[config.mk]
export PLATFORM = sky130hd
export DESIGN_NAME = adcsq_top
export DESIGN_NICKNAME = d
export VERILOG_FILES = /design/src/adcsq_pkg.sv /design/src/adcsq_seq_if.sv /design/src/adcsq_sequencer.sv /design/src/adcsq_top.sv
export SDC_FILE = /design/constraint.sdc
export NUM_CORES = 1
export LEC_CHECK = 0
export BUFFER_PORTS_ARGS = -buffer_cell sky130_fd_sc_hd__buf_4
export CAP_MARGIN = 20
export CORE_MARGIN = 4
export CORE_UTILIZATION = 40
export CTS_BUF_LIST = sky130_fd_sc_hd__clkbuf_8
export CTS_CLUSTER_DIAMETER = 200
export DETAILED_ROUTE_END_ITERATION = 16
export PLACE_DENSITY = 0.64
export REMOVE_ABC_BUFFERS = 1
export SYNTH_ARGS = -nofsm -noshare
export SYNTH_HDL_FRONTEND = slang
export SYNTH_SLANG_ARGS = --single-unit
export TNS_END_PERCENT = 50
[constraint.sdc]
create_clock -name sys_clk -period 3.85 [get_ports sys_clk]
set_input_delay 0.77 -clock sys_clk [delete_from_list [all_inputs] [get_ports sys_clk]]
set_output_delay 0.77 -clock sys_clk [all_outputs]
set_load 0.005 [all_outputs]
[src/adcsq_pkg.sv]
// Constants, field layout and types shared by the converter sequence control block.
package adcsq_pkg;

  // ****************************************************************
  // Register map: word indices, byte address is four times the index.
  // ****************************************************************
  localparam logic [7:0] CTRL_INDEX = 8'h3b;
  localparam logic [7:0] SEL_INDEX = 8'h3c;
  localparam logic [7:0] STATUS_INDEX = 8'h3f;
  localparam int ADDR_W = 12;

  localparam logic [15:0] CTRL_RESET = 16'h0000;
  localparam logic [15:0] SEL_RESET = 16'h0000;
  localparam logic [15:0] CTRL_WRITE_MASK = 16'hff03;

  // ****************************************************************
  // Field positions.
  // ****************************************************************
  localparam int RATE_LSB = 14;
  localparam int SEQ_LSB = 12;
  localparam int DIAG_EN_LSB = 8;
  localparam int MAIN_EN_LSB = 0;
  localparam int SEL_FIELD_W = 4;
  localparam int ST_BUSY_BIT = 0;
  localparam int ST_POWERED_BIT = 1;
  localparam int ST_WAKING_BIT = 2;
  localparam int ST_SLOT_LSB = 4;
  localparam int ST_COUNT_LSB = 8;

  localparam int MAIN_SLOTS = 2;
  localparam int DIAG_SLOTS = 4;
  localparam int SLOTS = MAIN_SLOTS + DIAG_SLOTS;

  // ****************************************************************
  // Timing.
  // ****************************************************************
  localparam int CLK_MHZ = 250;
  localparam int POWER_UP_US = 100;
  localparam int POWER_UP_CYCLES = POWER_UP_US * CLK_MHZ;

  // ****************************************************************
  // Codes and types.
  // ****************************************************************
  typedef enum logic [1:0] {
    SEQ_STANDBY = 2'h0,
    SEQ_SINGLE = 2'h1,
    SEQ_CONTINUOUS = 2'h2,
    SEQ_POWER_DOWN = 2'h3
  } adcsq_seq_t;

  typedef enum logic [1:0] {
    RATE_20SPS = 2'h0,
    RATE_4K8SPS = 2'h1,
    RATE_9K6SPS = 2'h2
  } adcsq_rate_t;

  typedef enum logic [4:0] {
    NODE_ANALOG_GROUND,
    NODE_TEMPERATURE,
    NODE_DIGITAL_SUPPLY,
    NODE_ANALOG_SUPPLY,
    NODE_ANALOG_REGULATOR_1V8,
    NODE_DIGITAL_REGULATOR_1V8,
    NODE_REFERENCE_OUTPUT,
    NODE_POSITIVE_SUPPLY,
    NODE_NEGATIVE_SUPPLY,
    NODE_LOW_VOLTAGE_INPUT,
    NODE_SENSE_LOW,
    NODE_EXTERNAL_SENSE_ONE,
    NODE_EXTERNAL_SENSE_TWO,
    NODE_OUTPUT_SUPPLY,
    NODE_SINK_CURRENT,
    NODE_SOURCE_CURRENT
  } adcsq_node_t;

endpackage : adcsq_pkg

[src/adcsq_seq_if.sv]
// Interface between the register side and the slot sequencer.
interface adcsq_seq_if;
  logic [1:0] seq_code;
  logic start_req;
  logic [5:0] slot_en;
  logic wake_done;
  logic conv_done;
  logic powered;
  logic waking;
  logic busy;
  logic [2:0] slot;
  logic conv_start;
  logic seq_end;

  modport ctrl (
    output seq_code, start_req, slot_en, wake_done, conv_done,
    input powered, waking, busy, slot, conv_start, seq_end
  );
  modport seq (
    input seq_code, start_req, slot_en, wake_done, conv_done,
    output powered, waking, busy, slot, conv_start, seq_end
  );
endinterface : adcsq_seq_if

[src/adcsq_sequencer.sv]
// Slot sequencer: walks the enabled slots and handles standby and power-down.
module adcsq_sequencer
  import adcsq_pkg::*;
(
  input wire logic sys_clk,
  input wire logic reset_n,
  adcsq_seq_if.seq sq
);

  typedef enum logic [2:0] {
    ST_DOWN, ST_WAKE, ST_STANDBY, ST_SELECT, ST_ISSUE, ST_WAIT
  } adcsq_state_t;

  adcsq_state_t state_q;
  logic [2:0] slot_q;
  logic [2:0] scan_q;
  logic pend_q;
  logic [3:0] nxt;

  // Lowest enabled slot at or above the scan position, with a found flag on top.
  function automatic logic [3:0] adcsq_next(input logic [5:0] en, input logic [2:0] from);
    logic [3:0] r;
    r = 4'h0;
    for (int i = SLOTS - 1; i >= 0; i--) begin
      if (en[i] && (3'(i) >= from)) begin
        r = {1'b1, 3'(i)};
      end
    end
    return r;
  endfunction : adcsq_next

  assign nxt = adcsq_next(sq.slot_en, scan_q);

  always_ff @(posedge sys_clk or negedge reset_n) begin
    if (!reset_n) begin
      state_q <= ST_STANDBY;
      slot_q <= 3'h0;
      scan_q <= 3'h0;
    end else begin
      case (state_q)
        ST_DOWN: begin
          if (sq.start_req || sq.seq_code == SEQ_STANDBY) begin
            state_q <= ST_WAKE;
          end
        end
        ST_WAKE: begin
          if (sq.wake_done) begin
            // A start that lands in the last wake cycle must not be lost.
            state_q <= (pend_q || sq.start_req) ? ST_SELECT : ST_STANDBY;
            scan_q <= 3'h0;
          end
        end
        ST_STANDBY: begin
          if (sq.start_req) begin
            state_q <= ST_SELECT;
            scan_q <= 3'h0;
          end else if (sq.seq_code == SEQ_POWER_DOWN) begin
            state_q <= ST_DOWN;
          end
        end
        ST_SELECT: begin
          if (nxt[3]) begin
            slot_q <= nxt[2:0];
            scan_q <= 3'(nxt[2:0] + 3'h1);
            state_q <= ST_ISSUE;
          end else if (sq.seq_code == SEQ_CONTINUOUS) begin
            scan_q <= 3'h0;
          end else if (sq.seq_code == SEQ_POWER_DOWN) begin
            state_q <= ST_DOWN;
          end else begin
            state_q <= ST_STANDBY;
          end
        end
        ST_ISSUE: begin
          state_q <= ST_WAIT;
        end
        ST_WAIT: begin
          if (sq.conv_done) begin
            state_q <= ST_SELECT;
          end
        end
        default: begin
          state_q <= ST_STANDBY;
        end
      endcase
    end
  end

  // A start seen while asleep is remembered until the converter is awake.
  always_ff @(posedge sys_clk or negedge reset_n) begin
    if (!reset_n) begin
      pend_q <= 1'b0;
    end else if (state_q == ST_WAKE && sq.wake_done) begin
      pend_q <= 1'b0;
    end else if (sq.start_req && (state_q == ST_DOWN || state_q == ST_WAKE)) begin
      pend_q <= 1'b1;
    end
  end

  assign sq.powered = (state_q != ST_DOWN) && (state_q != ST_WAKE);
  assign sq.waking = (state_q == ST_WAKE);
  assign sq.busy = (state_q == ST_SELECT) || (state_q == ST_ISSUE) ||
                   (state_q == ST_WAIT) || (state_q == ST_WAKE && pend_q);
  assign sq.slot = slot_q;
  assign sq.conv_start = (state_q == ST_ISSUE);
  assign sq.seq_end = (state_q == ST_SELECT) && !nxt[3];

endmodule : adcsq_sequencer

[src/adcsq_top.sv]
// Converter sequence control: APB registers, slot routing and power-up timing.
//
// How it works
// - Diagnostic rate code 00 is 20 SPS, 01 is 4.8 kSPS, 10 is 9.6 kSPS.
// - Any other diagnostic rate code falls back to 20 SPS.
// - Sequence code 00 is standby; a running loop ends its sequence, stays powered.
// - Sequence code 01 converts each enabled slot once, then goes idle.
// - Sequence code 10 loops; when stopped it completes the current sequence first.
// - Sequence code 11 powers down; waking up takes 100 us before converting.
// - Four diagnostic slot enables, slot 3 at bit 11; only enabled slots run.
// - Main slot enables sit in bits 1 and 0; bits 7 to 2 read zero.
// - Selector register holds four 4-bit fields, slot 3 high, slot 0 low.
// - Selector codes 0000 to 0110 pick ground, sensors and supplies; 1110 is ground.
// - Selector codes 0111 to 1101 pick supplies, inputs, sense nodes, output supply.
// - Slot 0 code 1111 measures the output stage sinking current.
// - In a higher slot, code 1111 measures the output stage sourcing current.
module adcsq_top
  import adcsq_pkg::*;
#(
  parameter int unsigned WAKE_CYCLES = POWER_UP_CYCLES
) (
  input wire logic sys_clk,
  input wire logic reset_n,
  input wire logic psel,
  input wire logic penable,
  input wire logic pwrite,
  input wire logic [ADDR_W-1:0] paddr,
  input wire logic [31:0] pwdata,
  input wire logic [3:0] pstrb,
  output logic pready,
  output logic [31:0] prdata,
  output logic pslverr,
  input wire logic conv_done,
  output logic adc_power_on,
  output logic conv_start,
  output logic [2:0] conv_slot,
  output logic conv_is_diag,
  output logic [1:0] diag_rate,
  output logic [4:0] diag_node,
  output logic [3:0] diag_code,
  output logic adc_busy
);

  localparam int WAKE_W = $clog2(WAKE_CYCLES + 1);
  localparam logic [WAKE_W-1:0] WAKE_LAST = WAKE_W'(WAKE_CYCLES - 1);

  // ****************************************************************
  // Storage.
  // ****************************************************************
  logic [15:0] ctrl_q;
  logic [15:0] sel_q;
  logic [7:0] seq_count_q;
  logic start_req_q;
  logic [WAKE_W-1:0] wake_cnt_q;
  logic wake_done_q;

  logic pready_q;
  logic [31:0] prdata_q;
  logic pslverr_q;

  logic conv_start_q;
  logic [2:0] conv_slot_q;
  logic conv_is_diag_q;
  logic [1:0] diag_rate_q;
  logic [4:0] diag_node_q;
  logic [3:0] diag_code_q;
  logic adc_power_on_q;
  logic adc_busy_q;

  adcsq_seq_if sq ();

  // ****************************************************************
  // APB decode.
  // ****************************************************************
  logic access;
  logic [7:0] word_index;
  logic aligned;
  logic hit_ctrl;
  logic hit_sel;
  logic hit_status;
  logic mapped;
  logic wr_take;
  logic [15:0] lane_mask;
  logic [15:0] status_word;
  logic [15:0] read_word;

  assign access = psel && penable;
  assign word_index = paddr[9:2];
  assign aligned = (paddr[1:0] == 2'h0) && (paddr[ADDR_W-1:10] == '0);
  assign hit_ctrl = aligned && (word_index == CTRL_INDEX);
  assign hit_sel = aligned && (word_index == SEL_INDEX);
  assign hit_status = aligned && (word_index == STATUS_INDEX);
  assign mapped = hit_ctrl || hit_sel || hit_status;

  // Writes land only at the edge that completes the access phase.
  assign wr_take = access && pready_q && pwrite && mapped;
  assign lane_mask = {{8{pstrb[1]}}, {8{pstrb[0]}}};

  always_comb begin
    status_word = 16'h0000;
    status_word[ST_BUSY_BIT] = adc_busy_q;
    status_word[ST_POWERED_BIT] = adc_power_on_q;
    status_word[ST_WAKING_BIT] = sq.waking;
    status_word[ST_SLOT_LSB +: 3] = conv_slot_q;
    status_word[ST_COUNT_LSB +: 8] = seq_count_q;
  end

  always_comb begin
    read_word = 16'h0000;
    if (hit_ctrl) begin
      read_word = ctrl_q & CTRL_WRITE_MASK;
    end else if (hit_sel) begin
      read_word = sel_q;
    end else if (hit_status) begin
      read_word = status_word;
    end
  end

  // One wait state: ready rises in the second access cycle, data ready with it.
  always_ff @(posedge sys_clk or negedge reset_n) begin
    if (!reset_n) begin
      pready_q <= 1'b0;
    end else begin
      pready_q <= access && !pready_q;
    end
  end

  always_ff @(posedge sys_clk or negedge reset_n) begin
    if (!reset_n) begin
      prdata_q <= 32'h0000_0000;
      pslverr_q <= 1'b0;
    end else if (access && !pready_q) begin
      prdata_q <= pwrite ? 32'h0000_0000 : {16'h0000, read_word};
      pslverr_q <= !mapped || (pwrite && hit_status);
    end else if (!access) begin
      prdata_q <= 32'h0000_0000;
      pslverr_q <= 1'b0;
    end
  end

  // ****************************************************************
  // Registers.
  // ****************************************************************
  // The sequencer reads the fields live; software must stop conversions before
  // rewriting them, so no shadow copy is kept.
  always_ff @(posedge sys_clk or negedge reset_n) begin
    if (!reset_n) begin
      ctrl_q <= CTRL_RESET;
    end else if (wr_take && hit_ctrl) begin
      ctrl_q <= ((pwdata[15:0] & lane_mask) | (ctrl_q & ~lane_mask))
                & CTRL_WRITE_MASK;
    end
  end

  always_ff @(posedge sys_clk or negedge reset_n) begin
    if (!reset_n) begin
      sel_q <= SEL_RESET;
    end else if (wr_take && hit_sel) begin
      sel_q <= (pwdata[15:0] & lane_mask) | (sel_q & ~lane_mask);
    end
  end

  // A write that sets single or continuous mode is the start command.
  always_ff @(posedge sys_clk or negedge reset_n) begin
    if (!reset_n) begin
      start_req_q <= 1'b0;
    end else begin
      start_req_q <= wr_take && hit_ctrl && pstrb[1] &&
                     (pwdata[SEQ_LSB +: 2] == SEQ_SINGLE ||
                      pwdata[SEQ_LSB +: 2] == SEQ_CONTINUOUS);
    end
  end

  always_ff @(posedge sys_clk or negedge reset_n) begin
    if (!reset_n) begin
      seq_count_q <= 8'h00;
    end else if (sq.seq_end) begin
      seq_count_q <= 8'(seq_count_q + 8'h01);
    end
  end

  // ****************************************************************
  // Power-up timer.
  // ****************************************************************
  always_ff @(posedge sys_clk or negedge reset_n) begin
    if (!reset_n) begin
      wake_cnt_q <= '0;
      wake_done_q <= 1'b0;
    end else if (sq.waking && !wake_done_q) begin
      wake_done_q <= (wake_cnt_q == WAKE_LAST);
      wake_cnt_q <= WAKE_W'(wake_cnt_q + 1'b1);
    end else begin
      wake_cnt_q <= '0;
      wake_done_q <= 1'b0;
    end
  end

  // ****************************************************************
  // Sequencer.
  // ****************************************************************
  assign sq.seq_code = ctrl_q[SEQ_LSB +: 2];
  assign sq.start_req = start_req_q;
  assign sq.slot_en = {ctrl_q[DIAG_EN_LSB +: DIAG_SLOTS],
                       ctrl_q[MAIN_EN_LSB +: MAIN_SLOTS]};
  assign sq.wake_done = wake_done_q;
  assign sq.conv_done = conv_done;

  adcsq_sequencer u_seq (
    .sys_clk(sys_clk),
    .reset_n(reset_n),
    .sq(sq.seq)
  );

  // ****************************************************************
  // Diagnostic rate and routing.
  // ****************************************************************
  logic [1:0] rate_dec;

  always_comb begin
    case (ctrl_q[RATE_LSB +: 2])
      RATE_4K8SPS: rate_dec = RATE_4K8SPS;
      RATE_9K6SPS: rate_dec = RATE_9K6SPS;
      default: rate_dec = RATE_20SPS;
    endcase
  end

  logic [4:0] node_dec [DIAG_SLOTS];

  // The low field has the full table; the others reuse it, with code 1111
  // turning into the sourcing measurement.
  for (genvar d = 0; d < DIAG_SLOTS; d++) begin : g_diag
    logic [3:0] code;
    assign code = sel_q[d*SEL_FIELD_W +: SEL_FIELD_W];
    always_comb begin
      case (code)
        4'h0: node_dec[d] = NODE_ANALOG_GROUND;
        4'h1: node_dec[d] = NODE_TEMPERATURE;
        4'h2: node_dec[d] = NODE_DIGITAL_SUPPLY;
        4'h3: node_dec[d] = NODE_ANALOG_SUPPLY;
        4'h4: node_dec[d] = NODE_ANALOG_REGULATOR_1V8;
        4'h5: node_dec[d] = NODE_DIGITAL_REGULATOR_1V8;
        4'h6: node_dec[d] = NODE_REFERENCE_OUTPUT;
        4'h7: node_dec[d] = NODE_POSITIVE_SUPPLY;
        4'h8: node_dec[d] = NODE_NEGATIVE_SUPPLY;
        4'h9: node_dec[d] = NODE_LOW_VOLTAGE_INPUT;
        4'ha: node_dec[d] = NODE_SENSE_LOW;
        4'hb: node_dec[d] = NODE_EXTERNAL_SENSE_ONE;
        4'hc: node_dec[d] = NODE_EXTERNAL_SENSE_TWO;
        4'hd: node_dec[d] = NODE_OUTPUT_SUPPLY;
        4'he: node_dec[d] = NODE_ANALOG_GROUND;
        default: begin
          node_dec[d] = (d == 0) ? NODE_SINK_CURRENT : NODE_SOURCE_CURRENT;
        end
      endcase
    end
  end

  logic slot_diag;
  logic [1:0] diag_idx;

  assign slot_diag = (sq.slot >= 3'(MAIN_SLOTS));
  assign diag_idx = 2'(sq.slot - 3'(MAIN_SLOTS));

  // ****************************************************************
  // Converter outputs.
  // ****************************************************************
  // Slot and route are registered in the same edge as the start pulse, so the
  // converter sees them aligned.
  always_ff @(posedge sys_clk or negedge reset_n) begin
    if (!reset_n) begin
      conv_start_q <= 1'b0;
    end else begin
      conv_start_q <= sq.conv_start;
    end
  end

  always_ff @(posedge sys_clk or negedge reset_n) begin
    if (!reset_n) begin
      conv_slot_q <= 3'h0;
    end else begin
      conv_slot_q <= sq.slot;
    end
  end

  always_ff @(posedge sys_clk or negedge reset_n) begin
    if (!reset_n) begin
      conv_is_diag_q <= 1'b0;
    end else begin
      conv_is_diag_q <= slot_diag;
    end
  end

  always_ff @(posedge sys_clk or negedge reset_n) begin
    if (!reset_n) begin
      diag_rate_q <= RATE_20SPS;
    end else begin
      diag_rate_q <= rate_dec;
    end
  end

  always_ff @(posedge sys_clk or negedge reset_n) begin
    if (!reset_n) begin
      diag_node_q <= NODE_ANALOG_GROUND;
    end else begin
      diag_node_q <= slot_diag ? node_dec[diag_idx] : NODE_ANALOG_GROUND;
    end
  end

  always_ff @(posedge sys_clk or negedge reset_n) begin
    if (!reset_n) begin
      diag_code_q <= 4'h0;
    end else begin
      diag_code_q <= slot_diag ? sel_q[diag_idx*SEL_FIELD_W +: SEL_FIELD_W] : 4'h0;
    end
  end

  always_ff @(posedge sys_clk or negedge reset_n) begin
    if (!reset_n) begin
      adc_power_on_q <= 1'b1;
    end else begin
      adc_power_on_q <= sq.powered;
    end
  end

  always_ff @(posedge sys_clk or negedge reset_n) begin
    if (!reset_n) begin
      adc_busy_q <= 1'b0;
    end else begin
      adc_busy_q <= sq.busy;
    end
  end

  assign pready = pready_q;
  assign prdata = prdata_q;
  assign pslverr = pslverr_q;
  assign conv_start = conv_start_q;
  assign conv_slot = conv_slot_q;
  assign conv_is_diag = conv_is_diag_q;
  assign diag_rate = diag_rate_q;
  assign diag_node = diag_node_q;
  assign diag_code = diag_code_q;
  assign adc_power_on = adc_power_on_q;
  assign adc_busy = adc_busy_q;

endmodule : adcsq_top

# Yosys cells after proc, flatten, opt, wreduce, memory -nomap -nowiden
# Memory sizes are Yosys's and may differ from the RTL's.
# Index checks and enable logic that the tools add are counted.
[word_totals]
romBits = 256
ff_bits = 113
output_inout_bits = 52
inputBits = 54
n_memories = 4
[mem_list]
columns = ["name", "words", "word_bits", "rd", "rd_clocked_by_memory_dff", "write_ports", "line_no", "rtl"]
rows = [
  ["(no name shown)", 16, 4, 1, 0, 0, "adcsq_top.sv:235", "case (code)"],
  ["(no name shown)", 16, 4, 1, 0, 0, "adcsq_top.sv:235", ""],
  ["(no name shown)", 16, 4, 1, 0, 0, "adcsq_top.sv:235", ""],
  ["(no name shown)", 16, 4, 1, 0, 0, "adcsq_top.sv:235", ""],
]
[op_classes]
bitwise_logic = 7
n_reduce_logical = 50
shifts = 1
addsub = 4
eq_ne = 24
mux = 39
order_cmp = 8
[op_table]
columns = ["cell", "n"]
rows = [
  ["16-bit 2-to-1 mux", 4],
  ["32-bit 2-to-1 mux", 2],
  ["16-bit bitwise AND", 3],
  ["3-bit 2-to-1 mux", 11],
  ["16-bit OR", 2],
  ["4-bit 2-to-1 mux", 7],
  ["1-bit logical AND", 26],
  ["8-bit by 6-bit equality test with 1-bit output, second input constant", 3],
  ["3-bit case mux with 6 select lines", 1],
  ["16-bit inverter", 1],
  ["16-bit by 5-bit indexed part select with 4-bit output", 1],
  ["15-bit by 1-bit adder with 15-bit output, second input constant", 1],
  ["15-bit equality test, second input constant", 1],
  ["15-bit 2-to-1 mux", 1],
  ["5-bit 2-to-1 mux", 3],
  ["5-bit binary-select mux with 2-bit select", 1],
  ["1-bit logical OR", 10],
  ["3-bit case mux with 3 select lines", 1],
  ["8-bit by 1-bit adder with 8-bit output, second input constant", 1],
  ["2-bit equality test, second input constant", 4],
  ["3-bit by 2-bit equality test with 1-bit output, second input constant", 2],
  ["3-bit equality test, second input constant", 2],
  ["1-bit by 3-bit >= comparator with 1-bit output, first input constant", 2],
  ["2-bit by 3-bit >= comparator with 1-bit output, first input constant", 2],
  ["23 further kinds", 41],
]

# Logic depth before layout (Yosys ltp)
# Gate-level depths: netlist of run 1.
[depth]
word_depth = 11
mapped_depth = 8

# Cells and area by module
# From an unflattened synthesis of run 1, not the netlist that was laid out.
[unflattened]
cells_unflattened = 444
hier_area_um2 = 4727.0
[modules_own_cells]
columns = ["mod", "n_inst", "cells_per_inst", "area_per_inst_um2"]
rows = [
  ["adcsq_top", 1, 361, 3990.1],
  ["adcsq_sequencer", 1, 83, 737.0],
]

# Least setup slack after synthesis of run 1
# OpenSTA, ideal clock, no wires.
[synth_path]
kind = "in2reg"
from = "input port paddr[1]"
to = "register (tool-made name)"
path_stages = 5
path_slack_ns = 1.734
arrival_ns = 1.991
cell_sequence = "nor4_4 nand2_2 or3_1 buf_4 mux2_4"
[synth_rtl]
columns = ["element", "line_no", "rtl"]
rows = [
  ["start, declared", "adcsq_top.sv:27", "input wire logic [ADDR_W-1:0] paddr,"],
]

==> results of run 1 <==
final timing paths:
path	from	endpoint	slack, ns	depth (start not counted)
min reg2reg	register	diag_rate[0]	0.47	1
min	reset_n	diag_rate[1]	0.31	1
max in group asynchronous	reset_n	u_seq.state_q[1]	2.72	2
max	psel	register	1.63	6
max reg2reg	pready	register	1.75	5
min in group sys_clk	register	diag_rate[0]	0.47	1
report_power, final:
group	internal [mW]	total, mW	switching, mW
logic	0.0353	0.0853	0.0501
clock network	0.367	0.729	0.362
registers	1.01	1.01	0.000970
total	1.41	1.82	0.413
cells by family after synthesis:
logic type               count (synthesis)  share of synthesized area, %
multiplexers                            34                          8.58
XOR/XNOR                                22                          4.06
other                                    1                        0.0791
adder cells (fa/ha/maj)                  3                         0.792
AND/OR/NAND/NOR                        168                          18.6
flip-flops                              96                          50.7
AO/OA/AOI/OAI                           84                          12.1
buffers and inverters                   45                          5.07
final cells by class:
| type | instances | area, µm² | share of cell area (%) |
|---|---|---|---|
| sequential | 96 | 2400 | 43.4 |
| multi-input combinational | 328 | 2160 | 38.9 |
| timing repair buffer | 73 | 548 | 9.88 |
| tap | 143 | 179 | 3.23 |
| clock buffer | 9 | 124 | 2.23 |
| clock inverter | 7 | 95.1 | 1.72 |
| inverter | 10 | 37.5 | 0.677 |
per-layer routing:
layer	wire length [µm]	global-route usage, %
met1	4920	22.0
met2	5470	28.1
met3	614	2.67
met4	208	6.96
met5	0	0
through the flow:
step                      cells  cell area (µm²)  hold slack (ns)  setup slack (ns)
after global placement      650             5330            0.447              1.22
after global routing        666             5540            0.336              1.50
after CTS                   666             5540            0.317              1.61
final                       666             5540            0.309              1.63
after detailed placement    650             5330            0.463              1.22
after floorplan             434             4600            0.421              1.50
placed cells by master (no fill, tap or decap), drive strengths merged, types with 14 or more instances in the layout:
cell type / Yosys / layout
conb: 1 / 17
nand2: 49 / 49
o21ai: 19 / 19
dfrtp: 94 / 94
nor2: 36 / 36
buf: 20 / 73
mux2: 29 / 29
a22oi: 14 / 14
nand3: 15 / 15
nand2b: 14 / 14
==> results_dict.tcl, run 1 <==
set metrics [dict create \
    status "finished clean" \
    worst-path-buf-inv 2 \
    async_flop_share_pct 100 \
    synth_top_area_cell "dfrtp_1" \
    grt_pass1_vias 3475 \
    yosysSeqAreaShare_pct 50.7 \
    port_buffers 70 \
    cap_violations 0 \
    synthTopCellsByCount "94 x dfrtp_1, 48 x nand2_1, 36 x nor2_1" \
    ir_drop_uv 137 \
    worst_setup_path_end_kind "register" \
    synth.top_cell.area_share_pct 49.6 \
    core_um2 11500 \
    hp-class "in -> async" \
    crit_family "simple AND/OR/NAND/NOR gates" \
    die_area_um2 13700 \
    antenna_cells 0 \
    dr.first_iter.drc_count 272 \
    cp_slowest_cell "and3_1" \
    worstPathRequired_ns 4.11 \
    max_clock_freq_ghz 0.450 \
    finalWirelength_mm 11.2 \
    syn_area_um2 4740 \
    dpl.hpwl_mm 8.22 \
    path_class "in -> reg" \
    vias 3590 \
    ys.flop_type "dfrtp_1" \
    grt-ovfl-total 0 \
    fillers 1064 \
    syn_area_per_cell_um2 10.5 \
    total_power_mw 1.82 \
    wl_per_cell_um 16.8 \
    syn_inst 453 \
    start_kind "primary input" \
    fin_setup_tns_ns 0 \
    die_height_um 117 \
    finalClockSkew_ns 0.00931 \
    clock_sinks 96 \
    cp_cell_sequence "buf_4 > and3_1 > buf_4 > and3_1 > and3_1 > mux2_2" \
    cts_root_buf "clkbuf_8" \
    viasPerCell 5.39 \
    clock_latency_ns 0.37 \
    clockBufferDepth 2 \
    grt_start_max_net_pins 36 \
    cts.repair.resized 0 \
    power.leakage_nw 2.72 \
    syn_to_final_growth_pct 16.9 \
    htreeDepth 3 \
    ys_types 63 \
    grt_usage_pct 16.9 \
    grt_setup_unrepaired "no" \
    tritoncts "yes" \
    dr.pass1.iters 5 \
    numCtsBuffers 9 \
    rows 39 \
    worstPathMaxFanout 14 \
    io_pins 106 \
    final_hold_viol_count 0 \
    drc 0 \
    max-slew-margin-rel_pct 46.4 \
    max_stage_delay_ns 0.41 \
    slew_violations 0 \
    setup_violations 0 \
    ant_nets 0 \
    worst_pin_slew_ns 0.799 \
    final_nets 575 \
    layout-drive-gt1-share_pct 24.7 \
    final_core_util_pct 48.1 \
    arrival_ns 2.49 \
    ys_ff_latch 96 \
    clkTransAtPathRegs_ns 0.10 \
    cp_common_cell "and3_1" \
    finalCriticalPeriod_ns 2.22 \
    postCtsHoldBufs 0 \
    fin_crit_sh_pct 57.7 \
    place_congestion 0.870 \
    cts_setup_buffers 0 \
    synth_edf_count 0 \
    grt_pass1_wl_mm 17.7 \
    synth_most_common_cell "dfrtp_1" \
    synth_area_leaders "dfrtp_1 50%, mux2_2 4.8%, nand2_1 3.8%" \
    yosysWarnings 0 \
    antenna_found_initial 0 \
    cellPowerDensity_nw_per_um2 329 \
    start_util_pct 41.2 \
    fp.dieW_um 117 \
]
No activity file was read; power rests on OpenSTA's default activity.
==> inputs of run 2 (changes only) <==
clock period = 2.12 ns   (was 3.85 ns; I/O delays follow)
==> results_dict.tcl, run 2 (synthesis results as in run 1) <==
set metrics [dict create \
    cp_cell_sequence "nor2b_1 > nand2_1 > nand4bb_1 > o21ai_2 > a22o_1" \
    multiInputGateArea_um2 2160 \
    grt_setup_unrepaired "no" \
    drc 0 \
    worst_setup_path_end_kind "register" \
    grt_start_max_net_pins 39 \
    placed_cells 662 \
    io_pins 106 \
    fin_cells 678 \
    dr.first_iter.drc_count 227 \
    place_congestion 0.868 \
    dpl.hpwl_mm 8.14 \
    worst_pin_slew_ns 0.667 \
    final_core_util_pct 49.1 \
    cap_violations 0 \
    grt_pass1_wl_mm 17.7 \
    numCtsBuffers 9 \
    die_area_um2 13700 \
    arrival_ns 2.28 \
    cts_root_buf "clkbuf_8" \
    clock_sinks 96 \
    clkTransAtPathRegs_ns 0.09 \
    die_height_um 117 \
    ant_nets 0 \
    port_buffers 70 \
    max_stage_delay_ns 0.65 \
    cp_slowest_cell "dfstp_2" \
    finalWirelength_mm 10.9 \
    final_nets 587 \
    fillers 1068 \
    cellPowerDensity_nw_per_um2 578 \
    fin_setup_tns_ns 0 \
    hold_ws_ns 0.0209 \
    wl_per_cell_um 16.0 \
    grt_pass1_vias 3513 \
    antenna_found_initial 0 \
    final_common_cell "dfrtp_1" \
    worst-path-buf-inv 0 \
    vias 3572 \
    tritoncts "yes" \
    fp.dieW_um 117 \
    start_kind "register" \
    status "finished clean" \
    grt-ovfl-total 0 \
    setup_violations 0 \
    area.sequential_um2 2400 \
    power.leakage_nw 2.78 \
    finalCriticalPeriod_ns 1.97 \
    final_hold_viol_count 0 \
    core_um2 11500 \
    rows 39 \
    dr.pass1.iters 4 \
    antenna_cells 0 \
    fin_crit_sh_pct 92.9 \
    path_class "reg -> reg" \
    start_util_pct 41.2 \
    worstPathRequired_ns 2.43 \
    mostFrequentLayoutCells "94 x dfrtp_1, 83 x buf_4, 48 x nand2_1" \
    worstPathMaxFanout 13 \
    layout-drive-gt1-share_pct 26.5 \
    max-slew-margin-rel_pct 55.2 \
    grt_usage_pct 16.8 \
    finalClockSkew_ns 0.00792 \
    ir_drop_uv 304 \
    slew_violations 0 \
    postCtsHoldBufs 0 \
    htreeDepth 3 \
    hp-class "in -> async" \
    clock_latency_ns 0.37 \
    syn_to_final_growth_pct 19.3 \
    max_clock_freq_ghz 0.508 \
    crit_family "simple AND/OR/NAND/NOR gates" \
    viasPerCell 5.27 \
    clockBufferDepth 2 \
]
run 2: cell types whose count changed in the layout (fill, tap and decap cells not counted):
cell and delta:
inv_6 +1, clkinv_2 -2, clkbuf_8 +2, o21ai_2 +1
bufinv_16 -1, buf_12 +2, o21ai_1 -1, clkinvlp_4 +1
buf_4 +10, clkinv_4 -1
run 2: layout make-up:
class / instances / share of cell area, %
clock buffer: 11 / 2.68
clock inverter: 5 / 1.11
inverter: 10 / 0.663
multi-input combinational: 328 / 38.2
sequential: 96 / 42.5
tap: 143 / 3.16
timing repair buffer: 85 / 11.7
run 2: through the flow:
stage / total power, mW / worst slack, ns / area, µm²
finish: 3.27 / 0.150 / 5660
CTS: 3.31 / 0.0814 / 5650
floorplan: 1.91 / 0.113 / 4600
global route: 3.40 / 0.0545 / 5660
global placement: 2.03 / 0.113 / 5440
detailed placement: 2.04 / 0.108 / 5440
run 2: final timing paths:
path | from | endpoint | cells after the start | slack (ns)
max | u_seq.state_q[1] | u_seq.scan_q[2] | 5 | 0.15
min | reset_n | diag_rate[1] | 1 | 0.02
max reg2reg | u_seq.state_q[1] | u_seq.scan_q[2] | 5 | 0.15
min reg2reg | seq_count_q[7] | seq_count_q[7] | 1 | 0.47
max in group asynchronous | reset_n | u_seq.state_q[1] | 2 | 1.46
min in group sys_clk | pwdata[6] | register | 2 | 0.28
run 2: layer usage:
metal  GRT usage (%)  up-vias  wire length (µm)
met4            6.27        0               187
met5               0        -                 0
met3            3.44       13               613
met1            21.8     1752              4810
met2            27.7       95              5250
li1                -     1712                 -
run 2: where the power goes:
group          internal, mW  switching, mW
logic                0.0735         0.0905
clock network         0.618          0.651
registers              1.83        0.00177
total                  2.52          0.743
run 2: worst reg2reg max path, cell delays in order (launching register included):
cell and delay [ns]:
dfstp_2 0.65, nor2b_1 0.26, nand2_1 0.12, nand4bb_1 0.42
o21ai_2 0.30, a22o_1 0.17
run 2: timing repair:
item,in CTS,in global routing
setup endpoints to repair,0,3
setup buffers,0,0
resized for setup,0,1
